## config.mk

```make
export PLATFORM = sky130hd
export DESIGN_NAME = dmra_top
export DESIGN_NICKNAME = d
export VERILOG_FILES = /design/src/dmra_pkg.sv /design/src/dmra_ramp.sv /design/src/dmra_top.sv
export SDC_FILE = /design/constraint.sdc
export NUM_CORES = 1
export LEC_CHECK = 0
export BUFFER_PORTS_ARGS = -buffer_cell sky130_fd_sc_hd__buf_2
export CAP_MARGIN = 20
export CORE_MARGIN = 3
export CORE_UTILIZATION = 50
export DETAILED_ROUTE_END_ITERATION = 6
export GPL_TIMING_DRIVEN = 1
export PLACE_DENSITY = 0.7
export SYNTH_ARGS = -nofsm -noshare
export SYNTH_HDL_FRONTEND = slang
export SYNTH_HIERARCHICAL = 1
export SYNTH_SLANG_ARGS = --single-unit
```

## constraint.sdc

```tcl
create_clock -name clk -period 5.2 [get_ports clk]
set_input_delay 0.78 -clock clk [delete_from_list [all_inputs] [get_ports clk]]
set_output_delay 0.78 -clock clk [all_outputs]
set_load 0.005 [all_outputs]
```

## src/dmra_pkg.sv

```systemverilog
// package for the mode register bank and attenuator ramp
// assumes one 100 MHz system clock and a sample-rate strobe from the audio side
package dmra_pkg;
    // control word layout
    localparam int WORD_BITS      = 16;
    localparam int IDX_MSB        = 14;
    localparam int IDX_LSB        = 8;
    localparam int TOP_BIT        = 15;
    // register indices
    localparam logic [6:0] IDX_LEFT_LEVEL  = 7'h10;
    localparam logic [6:0] IDX_RIGHT_LEVEL = 7'h11;
    localparam logic [6:0] IDX_MUTE        = 7'h12;
    localparam logic [6:0] IDX_DEEMPH      = 7'h13;
    localparam logic [6:0] IDX_FORMAT      = 7'h14;
    localparam logic [6:0] IDX_RANGE       = 7'h15;
    localparam logic [6:0] IDX_PHASE       = 7'h16;
    // reset values
    localparam logic [7:0] RST_LEVEL  = 8'hff;
    localparam logic [7:0] RST_MUTE   = 8'h00;
    localparam logic [7:0] RST_DEEMPH = 8'h00;
    localparam logic [7:0] RST_FORMAT = 8'h05;
    localparam logic [7:0] RST_RANGE  = 8'h00;
    localparam logic [7:0] RST_PHASE  = 8'h00;
    // writable bit masks, reserved bits hold zero
    localparam logic [7:0] MASK_MUTE   = 8'hc3;
    localparam logic [7:0] MASK_DEEMPH = 8'h73;
    localparam logic [7:0] MASK_FORMAT = 8'h27;
    localparam logic [7:0] MASK_RANGE  = 8'h01;
    localparam logic [7:0] MASK_PHASE  = 8'h07;
    // field positions
    localparam int MUTE_LEFT_BIT   = 0;
    localparam int MUTE_RIGHT_BIT  = 1;
    localparam int OVER_BIT        = 6;
    localparam int REINIT_BIT      = 7;
    // mute thresholds: codes at or below are infinite attenuation
    localparam logic [7:0] FINE_MUTE_TOP = 8'h80;
    localparam logic [7:0] WIDE_MUTE_TOP = 8'h9a;
    // ramp pacing in sample periods and soft reinit length in clocks
    localparam int RAMP_SAMPLES   = 8;
    localparam int REINIT_CLOCKS  = 1024;
endpackage

```

## src/dmra_ramp.sv

```systemverilog
// one channel of the attenuator ramp with soft mute folded in
// assumes a one-cycle sample strobe per sample period
`timescale 1ns/1ps
module dmra_ramp
    import dmra_pkg::*;
(
    input  wire logic       clk,
    input  wire logic       rst_n,
    input  wire logic       sample_tick,    // one pulse per sample period
    input  wire logic [7:0] target_code,    // programmed level code
    input  wire logic       silence,        // soft mute request
    input  wire logic       wide_range,     // range select
    output logic      [7:0] applied_code,   // code in effect now
    output logic            applied_mute,   // infinite attenuation now
    output logic            ramping         // not yet at goal
);
    ////////////////////////////////////////////////////////////////
    logic [2:0] pace;          // sample counter between steps
    logic [7:0] goal;          // where the ramp is heading
    logic [7:0] floor_code;    // highest code that means mute

    // the mute floor depends on range; ramping to it is a full mute
    always_comb begin
        floor_code = wide_range ? WIDE_MUTE_TOP : FINE_MUTE_TOP;
        goal       = silence ? floor_code : target_code;
        if (!silence && target_code < floor_code) begin
            goal = floor_code;
        end
    end

    assign ramping      = (applied_code != goal) && !(goal == floor_code && applied_code <= floor_code);
    assign applied_mute = applied_code <= floor_code;

    // sample pacing, restarted while idle so a new ramp waits 8 samples
    always_ff @(posedge clk or negedge rst_n) begin
        if (!rst_n) begin
            pace <= 3'h0;
        end else if (!ramping) begin
            pace <= 3'h0;
        end else if (sample_tick) begin
            pace <= pace + 3'h1;
        end
    end

    // one step every eight samples, always from the current code
    always_ff @(posedge clk or negedge rst_n) begin
        if (!rst_n) begin
            applied_code <= RST_LEVEL;
        end else if (ramping && sample_tick && pace == 3'(RAMP_SAMPLES - 1)) begin
            if (applied_code < goal) begin
                applied_code <= applied_code + 8'h01;
            end else if (applied_code > floor_code || goal > floor_code) begin
                applied_code <= applied_code - 8'h01;
            end else begin
                applied_code <= floor_code;
            end
        end
    end
endmodule

```

## src/dmra_top.sv

```systemverilog
// mode register bank with serial control port and per-channel attenuator ramps
// assumes port pins already synchronous to clk; sample_tick is one pulse per sample
`timescale 1ns/1ps
module dmra_top
    import dmra_pkg::*;
(
    input  wire logic       clk,
    input  wire logic       rstn,
    input  wire logic       port_select_n,            // serial select, low frames a word
    input  wire logic       port_shift_clock,         // serial shift clock
    input  wire logic       port_serial_in,           // serial data, msb first
    input  wire logic       sample_tick,              // one pulse per sample period
    output logic      [7:0] left_applied_code,        // left code in effect
    output logic      [7:0] right_applied_code,       // right code in effect
    output logic            left_muted,               // left at infinite attenuation
    output logic            right_muted,              // right at infinite attenuation
    output logic            left_ramping,             // left still moving
    output logic            right_ramping,            // right still moving
    output logic            left_converter_disable,   // left output held at common level
    output logic            right_converter_disable,  // right output held at common level
    output logic            deemph_enable,            // de-emphasis on
    output logic      [1:0] deemph_rate_select,       // 00 44.1k, 01 48k, 10 32k
    output logic      [2:0] audio_word_layout,        // input format code
    output logic            format_valid,             // layout code not reserved
    output logic            rolloff_select,           // 1 slow rolloff
    output logic            atten_range_select,       // 1 wide range
    output logic            oversample_double,        // doubled oversampling
    output logic            output_phase_invert,      // inverted analog phase
    output logic            zero_flag_polarity,       // 1 flags active low
    output logic            zero_flag_combine,        // 1 common zero flag
    output logic            reinit_busy               // soft reinit in progress
);
    ////////////////////////////////////////////////////////////////
    // reset synchroniser
    logic rst_meta;   // first stage, read only by rst_n
    logic rst_n;      // released reset used everywhere

    always_ff @(posedge clk or negedge rstn) begin
        if (!rstn) begin
            rst_meta <= 1'b0;
            rst_n    <= 1'b0;
        end else begin
            rst_meta <= 1'b1;
            rst_n    <= rst_meta;
        end
    end

    ////////////////////////////////////////////////////////////////
    // serial control port, pins sampled directly on clk
    logic [WORD_BITS-1:0] shift_word;   // bits gathered in this frame
    logic [4:0]           bit_count;    // shift clocks seen in frame
    logic                 prev_sclk;    // last shift clock level
    logic                 prev_sel_n;   // last select level
    logic                 commit;       // rising select ends the frame
    logic [6:0]           word_index;   // index of the finished word
    logic [7:0]           word_data;    // data byte of the finished word
    logic                 word_ok;      // whole, well formed word

    // shift on rising shift clock while selected, msb first
    always_ff @(posedge clk or negedge rst_n) begin
        if (!rst_n) begin
            shift_word <= '0;
            bit_count  <= 5'h00;
            prev_sclk  <= 1'b0;
            prev_sel_n <= 1'b1;
        end else begin
            prev_sclk  <= port_shift_clock;
            prev_sel_n <= port_select_n;
            if (port_select_n) begin
                bit_count <= 5'h00;
            end else if (port_shift_clock && !prev_sclk) begin
                shift_word <= {shift_word[WORD_BITS-2:0], port_serial_in};
                if (bit_count != 5'h1f) begin
                    bit_count <= bit_count + 5'h01;
                end
            end
        end
    end

    assign commit     = port_select_n && !prev_sel_n;
    assign word_index = shift_word[IDX_MSB:IDX_LSB];
    assign word_data  = shift_word[7:0];
    // a short frame or a set top bit is dropped
    assign word_ok    = commit && bit_count >= 5'(WORD_BITS)
                        && !shift_word[TOP_BIT];

    ////////////////////////////////////////////////////////////////
    // soft reinit counter
    logic [10:0] reinit_count;   // clocks left of soft reinit
    logic        reinit_start;   // reinit bit written as one

    assign reinit_start = word_ok && word_index == IDX_MUTE && word_data[REINIT_BIT];
    assign reinit_busy  = reinit_count != 11'h000;

    // holds registers at defaults for the reinit period
    always_ff @(posedge clk or negedge rst_n) begin
        if (!rst_n) begin
            reinit_count <= 11'h000;
        end else if (reinit_start) begin
            reinit_count <= 11'(REINIT_CLOCKS);
        end else if (reinit_busy) begin
            reinit_count <= reinit_count - 11'h001;
        end
    end

    ////////////////////////////////////////////////////////////////
    // mode register file, write only
    logic [7:0] left_level;          // left level code
    logic [7:0] right_level;         // right level code
    logic [7:0] mute_reinit_rate;    // soft mute and oversampling
    logic [7:0] deemph_converter_ctl;
    logic [7:0] format_rolloff;
    logic [7:0] atten_range;
    logic [7:0] phase_zero_flag_ctl;

    // one write port; reserved bits are masked so they always read zero
    always_ff @(posedge clk or negedge rst_n) begin
        if (!rst_n) begin
            left_level           <= RST_LEVEL;
            right_level          <= RST_LEVEL;
            mute_reinit_rate     <= RST_MUTE;
            deemph_converter_ctl <= RST_DEEMPH;
            format_rolloff       <= RST_FORMAT;
            atten_range          <= RST_RANGE;
            phase_zero_flag_ctl  <= RST_PHASE;
        end else if (reinit_start || reinit_busy) begin
            left_level           <= RST_LEVEL;
            right_level          <= RST_LEVEL;
            mute_reinit_rate     <= RST_MUTE;
            deemph_converter_ctl <= RST_DEEMPH;
            format_rolloff       <= RST_FORMAT;
            atten_range          <= RST_RANGE;
            phase_zero_flag_ctl  <= RST_PHASE;
        end else if (word_ok) begin
            unique case (word_index)
                IDX_LEFT_LEVEL:  left_level  <= word_data;
                IDX_RIGHT_LEVEL: right_level <= word_data;
                IDX_MUTE:        mute_reinit_rate     <= word_data & MASK_MUTE & 8'h7f;
                IDX_DEEMPH:      deemph_converter_ctl <= word_data & MASK_DEEMPH;
                IDX_FORMAT:      format_rolloff       <= word_data & MASK_FORMAT;
                IDX_RANGE:       atten_range          <= word_data & MASK_RANGE;
                IDX_PHASE:       phase_zero_flag_ctl  <= word_data & MASK_PHASE;
                default:         ;   // any other index writes nothing
            endcase
        end
    end

    // decoded fields
    assign left_converter_disable  = deemph_converter_ctl[0];
    assign right_converter_disable = deemph_converter_ctl[1];
    assign deemph_enable           = deemph_converter_ctl[4];
    assign deemph_rate_select      = deemph_converter_ctl[6:5];
    assign audio_word_layout       = format_rolloff[2:0];
    assign format_valid            = format_rolloff[2:1] != 2'b11;
    assign rolloff_select          = format_rolloff[5];
    assign atten_range_select      = atten_range[0];
    assign oversample_double       = mute_reinit_rate[OVER_BIT];
    assign output_phase_invert     = phase_zero_flag_ctl[0];
    assign zero_flag_polarity      = phase_zero_flag_ctl[1];
    assign zero_flag_combine       = phase_zero_flag_ctl[2];

    ////////////////////////////////////////////////////////////////
    // one independent ramp per channel; the converter applies step times code minus 255
    dmra_ramp u_left (
        .clk          (clk),
        .rst_n        (rst_n),
        .sample_tick  (sample_tick),
        .target_code  (left_level),
        .silence      (mute_reinit_rate[MUTE_LEFT_BIT]),
        .wide_range   (atten_range_select),
        .applied_code (left_applied_code),
        .applied_mute (left_muted),
        .ramping      (left_ramping)
    );

    dmra_ramp u_right (
        .clk          (clk),
        .rst_n        (rst_n),
        .sample_tick  (sample_tick),
        .target_code  (right_level),
        .silence      (mute_reinit_rate[MUTE_RIGHT_BIT]),
        .wide_range   (atten_range_select),
        .applied_code (right_applied_code),
        .applied_mute (right_muted),
        .ramping      (right_ramping)
    );
endmodule

```

==> impl_results.md, run 1 <==
- Status: finished clean
- Post-synth top flop: dfrtp_1
- Power share of the combinational group: 21.7%
- Final HPWL DP: 9.211 mm
- Sw frac: 31.28%
- FMAX: 213.4 MHz
- Grt ovf: 0
- Total Power: 2.242 mW
- Synthesis Warnings: 6
- Int Power: 1.541 mW
- FFs w/ async S/R, synth: 100.0%
- Fin. max-slew vios: 0
- Number of DRC markers in iteration 0: 241
- Synthesis-to-layout area growth: 11.28%
- Max-Cap Viols: 0
- Min-Delay Path Class: in -> async
- Hold buffer count at cts: 0
- Clock root cell: clkbuf_16
- Seq/Total Area, Yosys: 40.11%
- Synthesized area: 5724 µm²
- DIE AREA: 12,770 µm²
- CTS clk-pin slew, worst paths: 0.07 ns
- EDFF count, synth: 0
- Utilization after layout: 57.75%
- Critical path peak fanout: 11
- Pin count of the biggest net entering global routing: 46
- Wire length per cell after detailed routing: 17.02 µm
- Worst Hold Slack: 0.2065 ns
- Num ports: 42
- First-pass GRT wire length: 21.94 mm
- Leakage: 2.823 nW
- Worst Setup End Kind: output pin
- Synth cell types: 83
- CTS tree: done
- Avg Inst Size Synth: 9.852 µm²
- Slew @ Worst Pin: 0.8690 ns
- Nets: 665
- Critical path data arrival time: 3.91 ns
- RSZ-0062 raised after global routing: false
- Vias per cell: 6.042
- DRC Markers: 0
- Die height: 113.0 µm
- Switch Pwr: 0.7011 mW
- Maximum VDD drop: 0.0002628 V
- Mapped Nets: 630
- CP Buf/Inv Count: 3
- Initial core utilization: 51.89%
- Diodes inserted: 0
- Clk pwr share: 33.9%
- Crit path cell chain: inv_1 -> ha_1 -> nor4b_1 -> o22a_1 -> nor2_1 -> nor2_1 -> a21oi_1 -> ha_1 -> and3_1 -> o21ai_1 -> o31ai_1 -> inv_1 -> buf_2
- DRT Pass-1 Iters: 4
- Fillcell total: 951
- Inserted Clock Buffers: 9
- Layout cell share with drive strength beyond 1: 22.22%
- DR vias: 4,598
- Antenna violations before repair: 0
- Final setup fails: 0
- Number of synthesized register bits: 90
- Sequential cell fraction of total power: 44.4%
- R2r setup slk: 0.79 ns
- Critical path required time: 4.42 ns
- Max clock buf depth: 2
- Vias in the first global route: 4,519
- Core Box Area: 11,030 µm²
- DIE WIDTH: 113.0 µm
- Clock latency on the worst-skew pair: 0.34 ns
- Fin Setup TNS: 0 ns
- Total global-route track usage: 20.86%
- Rel. slew slack: 42.07%
- Worst setup SP type: flop
- Worst path max stage delay: 0.58 ns
- Gpl congestion: 0.9472
- Top delay family on crit path: simple AND/OR/NAND/NOR gates
- Setup Buffers After CTS: 0
- Std-Cell Rows: 38
- Fin crit share: 90.14%
- H-Tree Depth: 3
- Synthesized netlist cell count: 581
- Final Skew: 0.006886 ns
- WS Path Type: reg -> out
- Slowest CP cell: dfrtp_1
- Crit path time final: 4.687 ns
- Post-CTS sizing: 0
- Count of final hold-check violations: 0
- Cell Pwr Density: 351.9 nW/µm²
- Total Wirelength: 12.95 mm
- Port bufs: 41
- Post-route ant nets: 0
- Clock sink count: 90
worst reg2reg max path, stage by stage, from the launching register on:
cell and delay, ns:
dfrtp_1 0.58, inv_1 0.26, ha_1 0.35, o211ai_1 0.10, o21a_1 0.24, nor2_1 0.36
nor2_1 0.14, a21oi_1 0.25, ha_1 0.18, nor2b_1 0.12, o211ai_1 0.09, a21oi_1 0.68
nor2_1 0.30, or4_1 0.56, o211a_1 0.14
final timing paths:
kind / from / end / depth (start not counted)
setup reg to reg: atten_range[0] / u_left/applied_code[7] / 14
hold reg to reg: rst_n / deemph_converter_ctl[0] / 0
max in group asynchronous: rst_n / u_left/applied_code[7] / 1
setup / recovery: atten_range[0] / right_ramping / 13
min in group clk: rst_meta / rst_n / 0
hold / removal: rstn / rst_n / 1
power groups by stage:
stage	combinational, mW	sequential [mW]	clock (mW)
finish	0.486	0.996	0.760
global route	0.555	1.02	0.808
CTS	0.487	0.996	0.779
detailed placement	0.483	1.01	0
global placement	0.465	0.997	0
floorplan	0.380	0.945	0
state kept, by name (all words and copies together) (netlist names), 3 cells and up:
name and flops:
shift_word 16, reinit_count 11, u_right/applied_code 8, phase_zero_flag_ctl 3
u_left/applied_code 8, u_left/pace 3, format_rolloff 4, u_right/pace 3
left_level 8, bit_count 5, right_level 8, deemph_converter_ctl 5
mute_reinit_rate 3
synth_stat cells (4+ instances only):
cell	n	area share [%]
nor3_1	20	1.7
o21bai_1	4	0.52
a21oi_1	22	1.9
nand2_1	39	2.6
mux2_2	15	3.0
nand4_1	10	1.1
buf_6	4	0.79
buf_2	4	0.35
dfstp_2	35	16
clkbuf_1	10	0.66
o31ai_1	5	0.66
a211oi_1	5	0.66
o21ai_0	16	1.4
and3_1	11	1.2
or4_1	5	0.66
o21a_1	5	0.66
nor2b_1	5	0.55
xnor2_1	6	0.92
nand3b_1	4	0.52
nor4_1	10	1.1
nor3b_1	5	0.66
ha_1	43	9.4
mux2i_1	34	5.9
nor2_1	53	3.5
inv_1	27	1.8
dfrtp_1	55	24
nor4b_1	4	0.61
and2_1	4	0.44
nand2b_1	13	1.4
o211ai_1	8	1.0
or2_2	5	0.55
a21o_1	5	0.66
nand3_1	10	0.87
logic make-up after synthesis:
family,Yosys count,share of synthesized area [%]
multiplexers,49,8.896
flip-flops,90,40.11
AO/OA/AOI/OAI,122,15.85
other,3,0.1967
buffers and inverters,49,4.000
XOR/XNOR,9,1.377
AND/OR/NAND/NOR,216,20.18
adder cells (fa/ha/maj),43,9.399
per-layer routing:
metal / wire [µm] / part of all wire (%) / global-route usage (%) / vias up
li1: - / - / - / 2222
met1: 6026 / 47 / 29.18 / 2227
met2: 6023 / 47 / 33.37 / 131
met3: 673 / 5.2 / 2.834 / 18
met4: 228 / 1.8 / 7.372 / 0
met5: 0 / 0 / 0 / -
per-stage QoR:
step	area, µm²	setup WS (ns)	instances
2_1_floorplan	5724	1.503	581
3_3_place_gp	6008	1.039	743
3_5_place_dp	6008	0.8730	743
4_1_cts	6357	0.5409	759
5_1_grt	6370	0.1903	761
6_report	6370	0.5130	761
area by class of cell:
type                       instances  area [µm²]  share of cell area [%]
inverter                          27       101.3                   1.591
clock buffer                       9       225.2                   3.536
tap                              140       175.2                   2.750
clock inverter                     7       123.9                   1.945
multi-input combinational        442        3204                   50.30
timing repair buffer              46       240.2                   3.771
sequential                        90        2300                   36.10
placed cells by master (no fill, tap or decap), types with 11 or more instances in the layout:
cell	synthesis	routed
dfrtp_1	55	54
nor2_1	53	53
ha_1	43	43
buf_2	4	41
nand2_1	39	39
dfstp_2	35	35
mux2i_1	34	34
inv_1	27	27
a21oi_1	22	22
nor3_1	20	20
o21ai_0	16	16
mux2_2	15	15
nand2b_1	13	13
and3_1	11	11
(Power assumes the default switching activity.)
==> run 2: changes to the inputs <==
--- a/config.mk
+++ b/config.mk
@@ -5,13 +5,13 @@
 export SDC_FILE = /design/constraint.sdc
 export NUM_CORES = 1
 export LEC_CHECK = 0
-export BUFFER_PORTS_ARGS = -buffer_cell sky130_fd_sc_hd__buf_2
 export CAP_MARGIN = 20
 export CORE_MARGIN = 3
 export CORE_UTILIZATION = 50
 export DETAILED_ROUTE_END_ITERATION = 6
+export DONT_BUFFER_PORTS = 1
 export GPL_TIMING_DRIVEN = 1
-export PLACE_DENSITY = 0.7
+export PLACE_DENSITY = 0.67
 export SYNTH_ARGS = -nofsm -noshare
 export SYNTH_HDL_FRONTEND = slang
 export SYNTH_HIERARCHICAL = 1
==> run 2 against run 1 <==
  * Fmax grew 0.57%
  * Clock-buffer cell count is the same
  * First-iteration DRC count grew 57%
  * Utilization shrank 2.5 points
  * Cell count shrank 5.5%
==> impl_results.md, run 2 (synthesized netlist as in run 1, its figures left out) <==
- Vias in the first global route: 4,241 (was 4,519)
- Non-Filler Instances: 719 (was 761)
- Largest register FFs: 16 (unchanged)
- CTS clk-pin slew, worst paths: 0.07 ns (about the same)
- RSZ-0062 raised after global routing: false (unchanged)
- WS Path Type: reg -> out (unchanged)
- Cell Pwr Density: 343.7 nW/µm² (was 351.9 nW/µm²)
- Count of final hold-check violations: 0 (unchanged)
- Final setup fails: 0 (unchanged)
- Max clock buf depth: 2 (unchanged)
- Pin count of the biggest net entering global routing: 66 (was 46)
- Slew @ Worst Pin: 1.014 ns (was 0.8690 ns)
- DIE AREA: 12,770 µm² (unchanged)
- Gpl congestion: 0.8986 (was 0.9472)
- Synthesis-to-layout area growth: 6.470% (was 11.28%)
- Grt ovf: 0 (unchanged)
- Fin. max-slew vios: 0 (unchanged)
- Worst setup SP type: flop (unchanged)
- Total global-route track usage: 20.32% (was 20.86%)
- Nets: 623 (was 665)
- Num ports: 42 (unchanged)
- Vias per cell: 6.200 (was 6.042)
- Maximum VDD drop: 0.0002420 V (was 0.0002628 V)
- Worst r2r dst: u_left/applied_code[7] (unchanged)
- DR vias: 4,458 (was 4,598)
- H-Tree Depth: 3 (unchanged)
- Port bufs: 0 (was 41)
- Crit path time final: 4.660 ns (was 4.687 ns)
- Clock root cell: clkbuf_16 (unchanged)
- Post-CTS sizing: 0 (unchanged)
- DRT Pass-1 Iters: 5 (was 4)
- Placed Cells incl. Taps: 702 (was 743)
- Std-Cell Rows: 38 (unchanged)
- Critical path data arrival time: 3.88 ns (was 3.91 ns)
- Most common cell after layout, fill and taps aside: dfrtp_1 (unchanged)
- Largest register by flop count: shift_word (unchanged)
- Worst Hold Slack: 0.1196 ns (was 0.2065 ns)
- Inserted Clock Buffers: 9 (unchanged)
- First-pass GRT wire length: 21.27 mm (was 21.94 mm)
- Number of DRC markers in iteration 0: 378 (was 241)
- DRC Markers: 0 (unchanged)
- Antenna violations before repair: 0 (unchanged)
- Hold buffer count at cts: 0 (unchanged)
- Status: finished clean (unchanged)
- DIE WIDTH: 113.0 µm (unchanged)
- Clock sink count: 90 (unchanged)
- Die height: 113.0 µm (unchanged)
- R2r setup slk: 0.82 ns (was 0.79 ns)
- Worst Setup End Kind: output pin (unchanged)
- Core Box Area: 11,030 µm² (unchanged)
- Cell area after placement: 5803 µm² (was 6008 µm²)
- Layout cell share with drive strength beyond 1: 16.58% (was 22.22%)
- FMAX: 214.6 MHz (was 213.4 MHz)
- Critical path required time: 4.42 ns (about the same)
- Initial core utilization: 51.89% (unchanged)
- Rel. slew slack: 31.79% (was 42.07%)
- Top Registers: shift_word: 16 flops, reinit_count: 11 flops (unchanged)
- Critical path peak fanout: 11 (unchanged)
- Diodes inserted: 0 (unchanged)
- Min-Delay Path Class: in -> async (unchanged)
- Fin Setup TNS: 0 ns (unchanged)
- Final Skew: 0.006854 ns (was 0.006886 ns)
- Wire length per cell after detailed routing: 17.74 µm (was 17.02 µm)
- RR Startpoint: atten_range[0] (unchanged)
- Final HPWL DP: 9.081 mm (was 9.211 mm)
- Fin crit share: 89.62% (was 90.14%)
- Post-route ant nets: 0 (unchanged)
- Most frequent cells in the layout: dfrtp_1 (54), nor2_1 (53), ha_1 (43) (unchanged)
- Setup Buffers After CTS: 0 (unchanged)
- FF-to-FF path depth: 14 (unchanged)
- Post-route cell area: 6095 µm² (was 6370 µm²)
- CTS tree: done (unchanged)
- Max-Cap Viols: 0 (unchanged)
- Clock latency on the worst-skew pair: 0.35 ns (was 0.34 ns)
- Leakage: 2.610 nW (was 2.823 nW)
- Total Wirelength: 12.75 mm (was 12.95 mm)
==> run 2: cell types whose count changed in the layout (fill, tap and decap cells not counted), sizes merged <==
cell / delta
buf: -41
bufinv: -3
clkbuf: -1
clkinv: +2
inv: +1
==> run 2: worst max-delay path by stage <==
| stage | start | endpoint | cells after the start |
|---|---|---|---|
| 6_report | atten_range[0] | right_ramping | 12 |
| 5_1_grt | atten_range[0] | right_ramping | 12 |
| 4_1_cts | atten_range[0] | right_ramping | 12 |
| 3_5_place_dp | atten_range[0] | u_left/applied_code[7] | 14 |
| 3_3_place_gp | atten_range[0] | u_left/applied_code[7] | 14 |
| 2_1_floorplan | atten_range[0] | right_ramping | 12 |
==> run 2: area by class of cell <==
type                       instances  area, µm²
fill                             974       4936
tap                              140      175.2
inverter                          27      101.3
multi-input combinational        442       3204
sequential                        90       2300
clock buffer                       9      225.2
timing repair buffer               4      30.03
clock inverter                     7      58.81
==> run 2: metrics by stage <==
stage | setup WS, ns | utilization, % | power, mW
4_1_cts | 0.5739 | 55.18 | 2.107
5_1_grt | 0.2578 | 55.25 | 2.223
2_1_floorplan | 1.503 | - | 1.325
6_report | 0.5395 | 55.25 | 2.095
3_5_place_dp | 0.8829 | 52.61 | 1.463
3_3_place_gp | 1.063 | 52.61 | 1.436
==> run 2: layer usage <==
layer	up-vias	global-route usage [%]	share of wire (%)
li1	2134	-	-
met1	2173	27.19	46
met2	136	32.66	48
met3	15	4.599	5.6
met4	0	6.891	1.3
met5	-	0	0
==> run 2: worst max-delay path: stages, from the launching register on <==
cell and delay [ns]:
dfrtp_1 0.61, inv_1 0.27, ha_1 0.35, o211ai_1 0.10, o22a_1 0.29, nor2_1 0.35, nor2_1 0.15, a21o_1 0.20
ha_1 0.31, and3_1 0.19, o21ai_1 0.13, o31ai_1 0.46, inv_1 0.11
==> run 2: where the power goes <==
part           switching (mW)  leakage (nW)  internal [mW]
sequential              0.176          1.06          0.826
combinational           0.232          1.41          0.218
clock                   0.309         0.139          0.333
==> run 3: changes to the inputs <==
--- a/config.mk
+++ b/config.mk
@@ -5,9 +5,11 @@
 export SDC_FILE = /design/constraint.sdc
 export NUM_CORES = 1
 export LEC_CHECK = 0
+export ABC_CLOCK_PERIOD_IN_PS = 5200
 export CAP_MARGIN = 20
 export CORE_MARGIN = 3
 export CORE_UTILIZATION = 50
+export CTS_BUF_LIST = sky130_fd_sc_hd__clkbuf_4 sky130_fd_sc_hd__clkbuf_8
 export DETAILED_ROUTE_END_ITERATION = 6
 export DONT_BUFFER_PORTS = 1
 export GPL_TIMING_DRIVEN = 1
==> run 3 against run 2 <==
  * Die area unchanged
  * Clock-buffer cell count unchanged
  * Combinational power about the same
  * Clock skew increased by 0.0036 ns
  * Fmax decreased by 0.83%
==> impl_results.md, run 3 (synthesized netlist as in run 1, its figures left out) <==
- Status: finished clean (unchanged)
- Vias per cell: 6.200 (unchanged)
- RR Startpoint: atten_range[0] (unchanged)
- CTS clk-pin slew, worst paths: 0.10 ns (was 0.07 ns)
- Largest register FFs: 16 (unchanged)
- Most common cell after layout, fill and taps aside: dfrtp_1 (unchanged)
- Clock latency on the worst-skew pair: 0.38 ns (was 0.35 ns)
- DRC Markers: 0 (unchanged)
- Slowest CP cell: dfrtp_1 (unchanged)
- Fin Setup TNS: 0 ns (unchanged)
- Max clock buf depth: 2 (unchanged)
- DR vias: 4,458 (unchanged)
- Post-CTS sizing: 0 (unchanged)
- Fin. max-slew vios: 0 (unchanged)
- Die height: 113.0 µm (unchanged)
- Number of DRC markers in iteration 0: 384 (was 378)
- Vias in the first global route: 4,224 (was 4,241)
- Diodes inserted: 0 (unchanged)
- H-Tree Depth: 3 (unchanged)
- DIE AREA: 12,770 µm² (unchanged)
- Min-Delay Path Class: in -> async (unchanged)
- Post-route cell area: 5993 µm² (was 6095 µm²)
- Maximum VDD drop: 0.0002022 V (was 0.0002420 V)
- Fin crit share: 90.37% (was 89.62%)
- Most frequent cells in the layout: dfrtp_1 (54), nor2_1 (53), ha_1 (43) (unchanged)
- Top Registers: shift_word: 16 flops, reinit_count: 11 flops (unchanged)
- CP Buf/Inv Count: 2 (unchanged)
- Worst Setup End Kind: output pin (unchanged)
- Post-route ant nets: 0 (unchanged)
- Inserted Clock Buffers: 9 (unchanged)
- FF-to-FF path depth: 14 (unchanged)
- Nets: 623 (unchanged)
- Critical path peak fanout: 11 (unchanged)
- Wire length per cell after detailed routing: 17.58 µm (was 17.74 µm)
- Hold buffer count at cts: 0 (unchanged)
- Final HPWL DP: 9.081 mm (unchanged)
- Max-Cap Viols: 0 (unchanged)
- Slew @ Worst Pin: 1.008 ns (was 1.014 ns)
- Crit path cell chain: inv_1 -> ha_1 -> o211ai_1 -> o22a_1 -> nor2_1 -> nor2_1 -> a21o_1 -> ha_1 -> and3_1 -> o21ai_1 -> o31ai_1 -> inv_1 (unchanged)
- Total global-route track usage: 20.25% (was 20.32%)
- Setup Buffers After CTS: 0 (unchanged)
- Final setup fails: 0 (unchanged)
- Num ports: 42 (unchanged)
- Top delay family on crit path: compound AO/OA/AOI/OAI gates (unchanged)
- Clock sink count: 90 (unchanged)
- Cell Pwr Density: 321.0 nW/µm² (was 343.7 nW/µm²)
- Core Box Area: 11,030 µm² (unchanged)
- CTS tree: done (unchanged)
- DIE WIDTH: 113.0 µm (unchanged)
- Synthesis-to-layout area growth: 4.699% (was 6.470%)
- Leakage: 2.564 nW (was 2.610 nW)
- First-pass GRT wire length: 21.20 mm (was 21.27 mm)
- Gpl congestion: 0.8986 (unchanged)
- Final Skew: 0.01042 ns (was 0.006854 ns)
- DRT Pass-1 Iters: 5 (unchanged)
- Clock root cell: clkbuf_8 (was clkbuf_16)
- Cell area after placement: 5803 µm² (unchanged)
- Std-Cell Rows: 38 (unchanged)
- Worst path max stage delay: 0.63 ns (was 0.61 ns)
- Worst setup SP type: flop (unchanged)
- Initial core utilization: 51.89% (unchanged)
- Critical path required time: 4.42 ns (about the same)
- Antenna violations before repair: 0 (unchanged)
- Total Wirelength: 12.64 mm (was 12.75 mm)
- FMAX: 212.8 MHz (was 214.6 MHz)
- RSZ-0062 raised after global routing: false (unchanged)
- Port bufs: 0 (unchanged)
- Largest register by flop count: shift_word (unchanged)
- Worst r2r dst: u_left/applied_code[7] (unchanged)
- Layout cell share with drive strength beyond 1: 16.58% (unchanged)
- R2r setup slk: 0.80 ns (was 0.82 ns)
- Grt ovf: 0 (unchanged)
- WS Path Type: reg -> out (unchanged)
- Pin count of the biggest net entering global routing: 66 (unchanged)
- Fillcell total: 983 (was 974)
- Count of final hold-check violations: 0 (unchanged)
- Crit path time final: 4.699 ns (was 4.660 ns)
- Critical path data arrival time: 3.92 ns (was 3.88 ns)
- Rel. slew slack: 32.20% (was 31.79%)
## run 3: area by class of cell
class / count / area, µm² / share of cell area, %
multi-input combinational: 442 / 3204 / 53.47
sequential: 90 / 2300 / 38.37
tap: 140 / 175.2 / 2.923
clock buffer: 9 / 123.9 / 2.067
inverter: 27 / 101.3 / 1.691
clock inverter: 7 / 58.81 / 0.9812
timing repair buffer: 4 / 30.03 / 0.5010
## run 3: worst register-to-register path, delay by kind of cell, from the launching register on
family                     cells  cell delay (ns)
AOI/OAI and AO/OA              6             1.44
adders and majority gates      2             0.52
buffers and inverters          1             0.27
DFF                            1             0.63
and+or+nand+nor                5             1.49
## run 3: where the power goes
| part | internal [mW] | switching, mW |
|---|---|---|
| Combinational | 0.218 | 0.233 |
| Clock | 0.182 | 0.289 |
| Sequential | 0.825 | 0.176 |
## run 3: how the worst max path moves through the flow
stage                     cells after the start                endpoint  slack [ns]            from
after detailed placement                     14  u_left/applied_code[7]        0.88  atten_range[0]
final                                        12           right_ramping        0.50  atten_range[0]
after CTS                                    12           right_ramping        0.52  atten_range[0]
after floorplan                              12           right_ramping        1.50  atten_range[0]
after global routing                         12           right_ramping        0.22  atten_range[0]
after global placement                       14  u_left/applied_code[7]        1.06  atten_range[0]
## run 3: routing by layer
layer | global-route usage [%] | wire, µm
met1 | 27.52 | 5771
met2 | 31.87 | 5955
met3 | 4.706 | 711
met4 | 7.131 | 198
met5 | 0 | 0
## run 3: metrics by stage
stage	std cells	utilization, %	power (mW)	worst slack, ns	hold slack [ns]
after global placement	702	52.61	1.436	1.063	0.2218
final	719	54.33	1.924	0.5007	0.07888
after detailed placement	702	52.61	1.463	0.8829	0.2252
after global routing	719	54.33	2.050	0.2222	0.05329
after floorplan	581	-	1.325	1.503	0.3312
after CTS	718	54.26	1.934	0.5242	0.06181
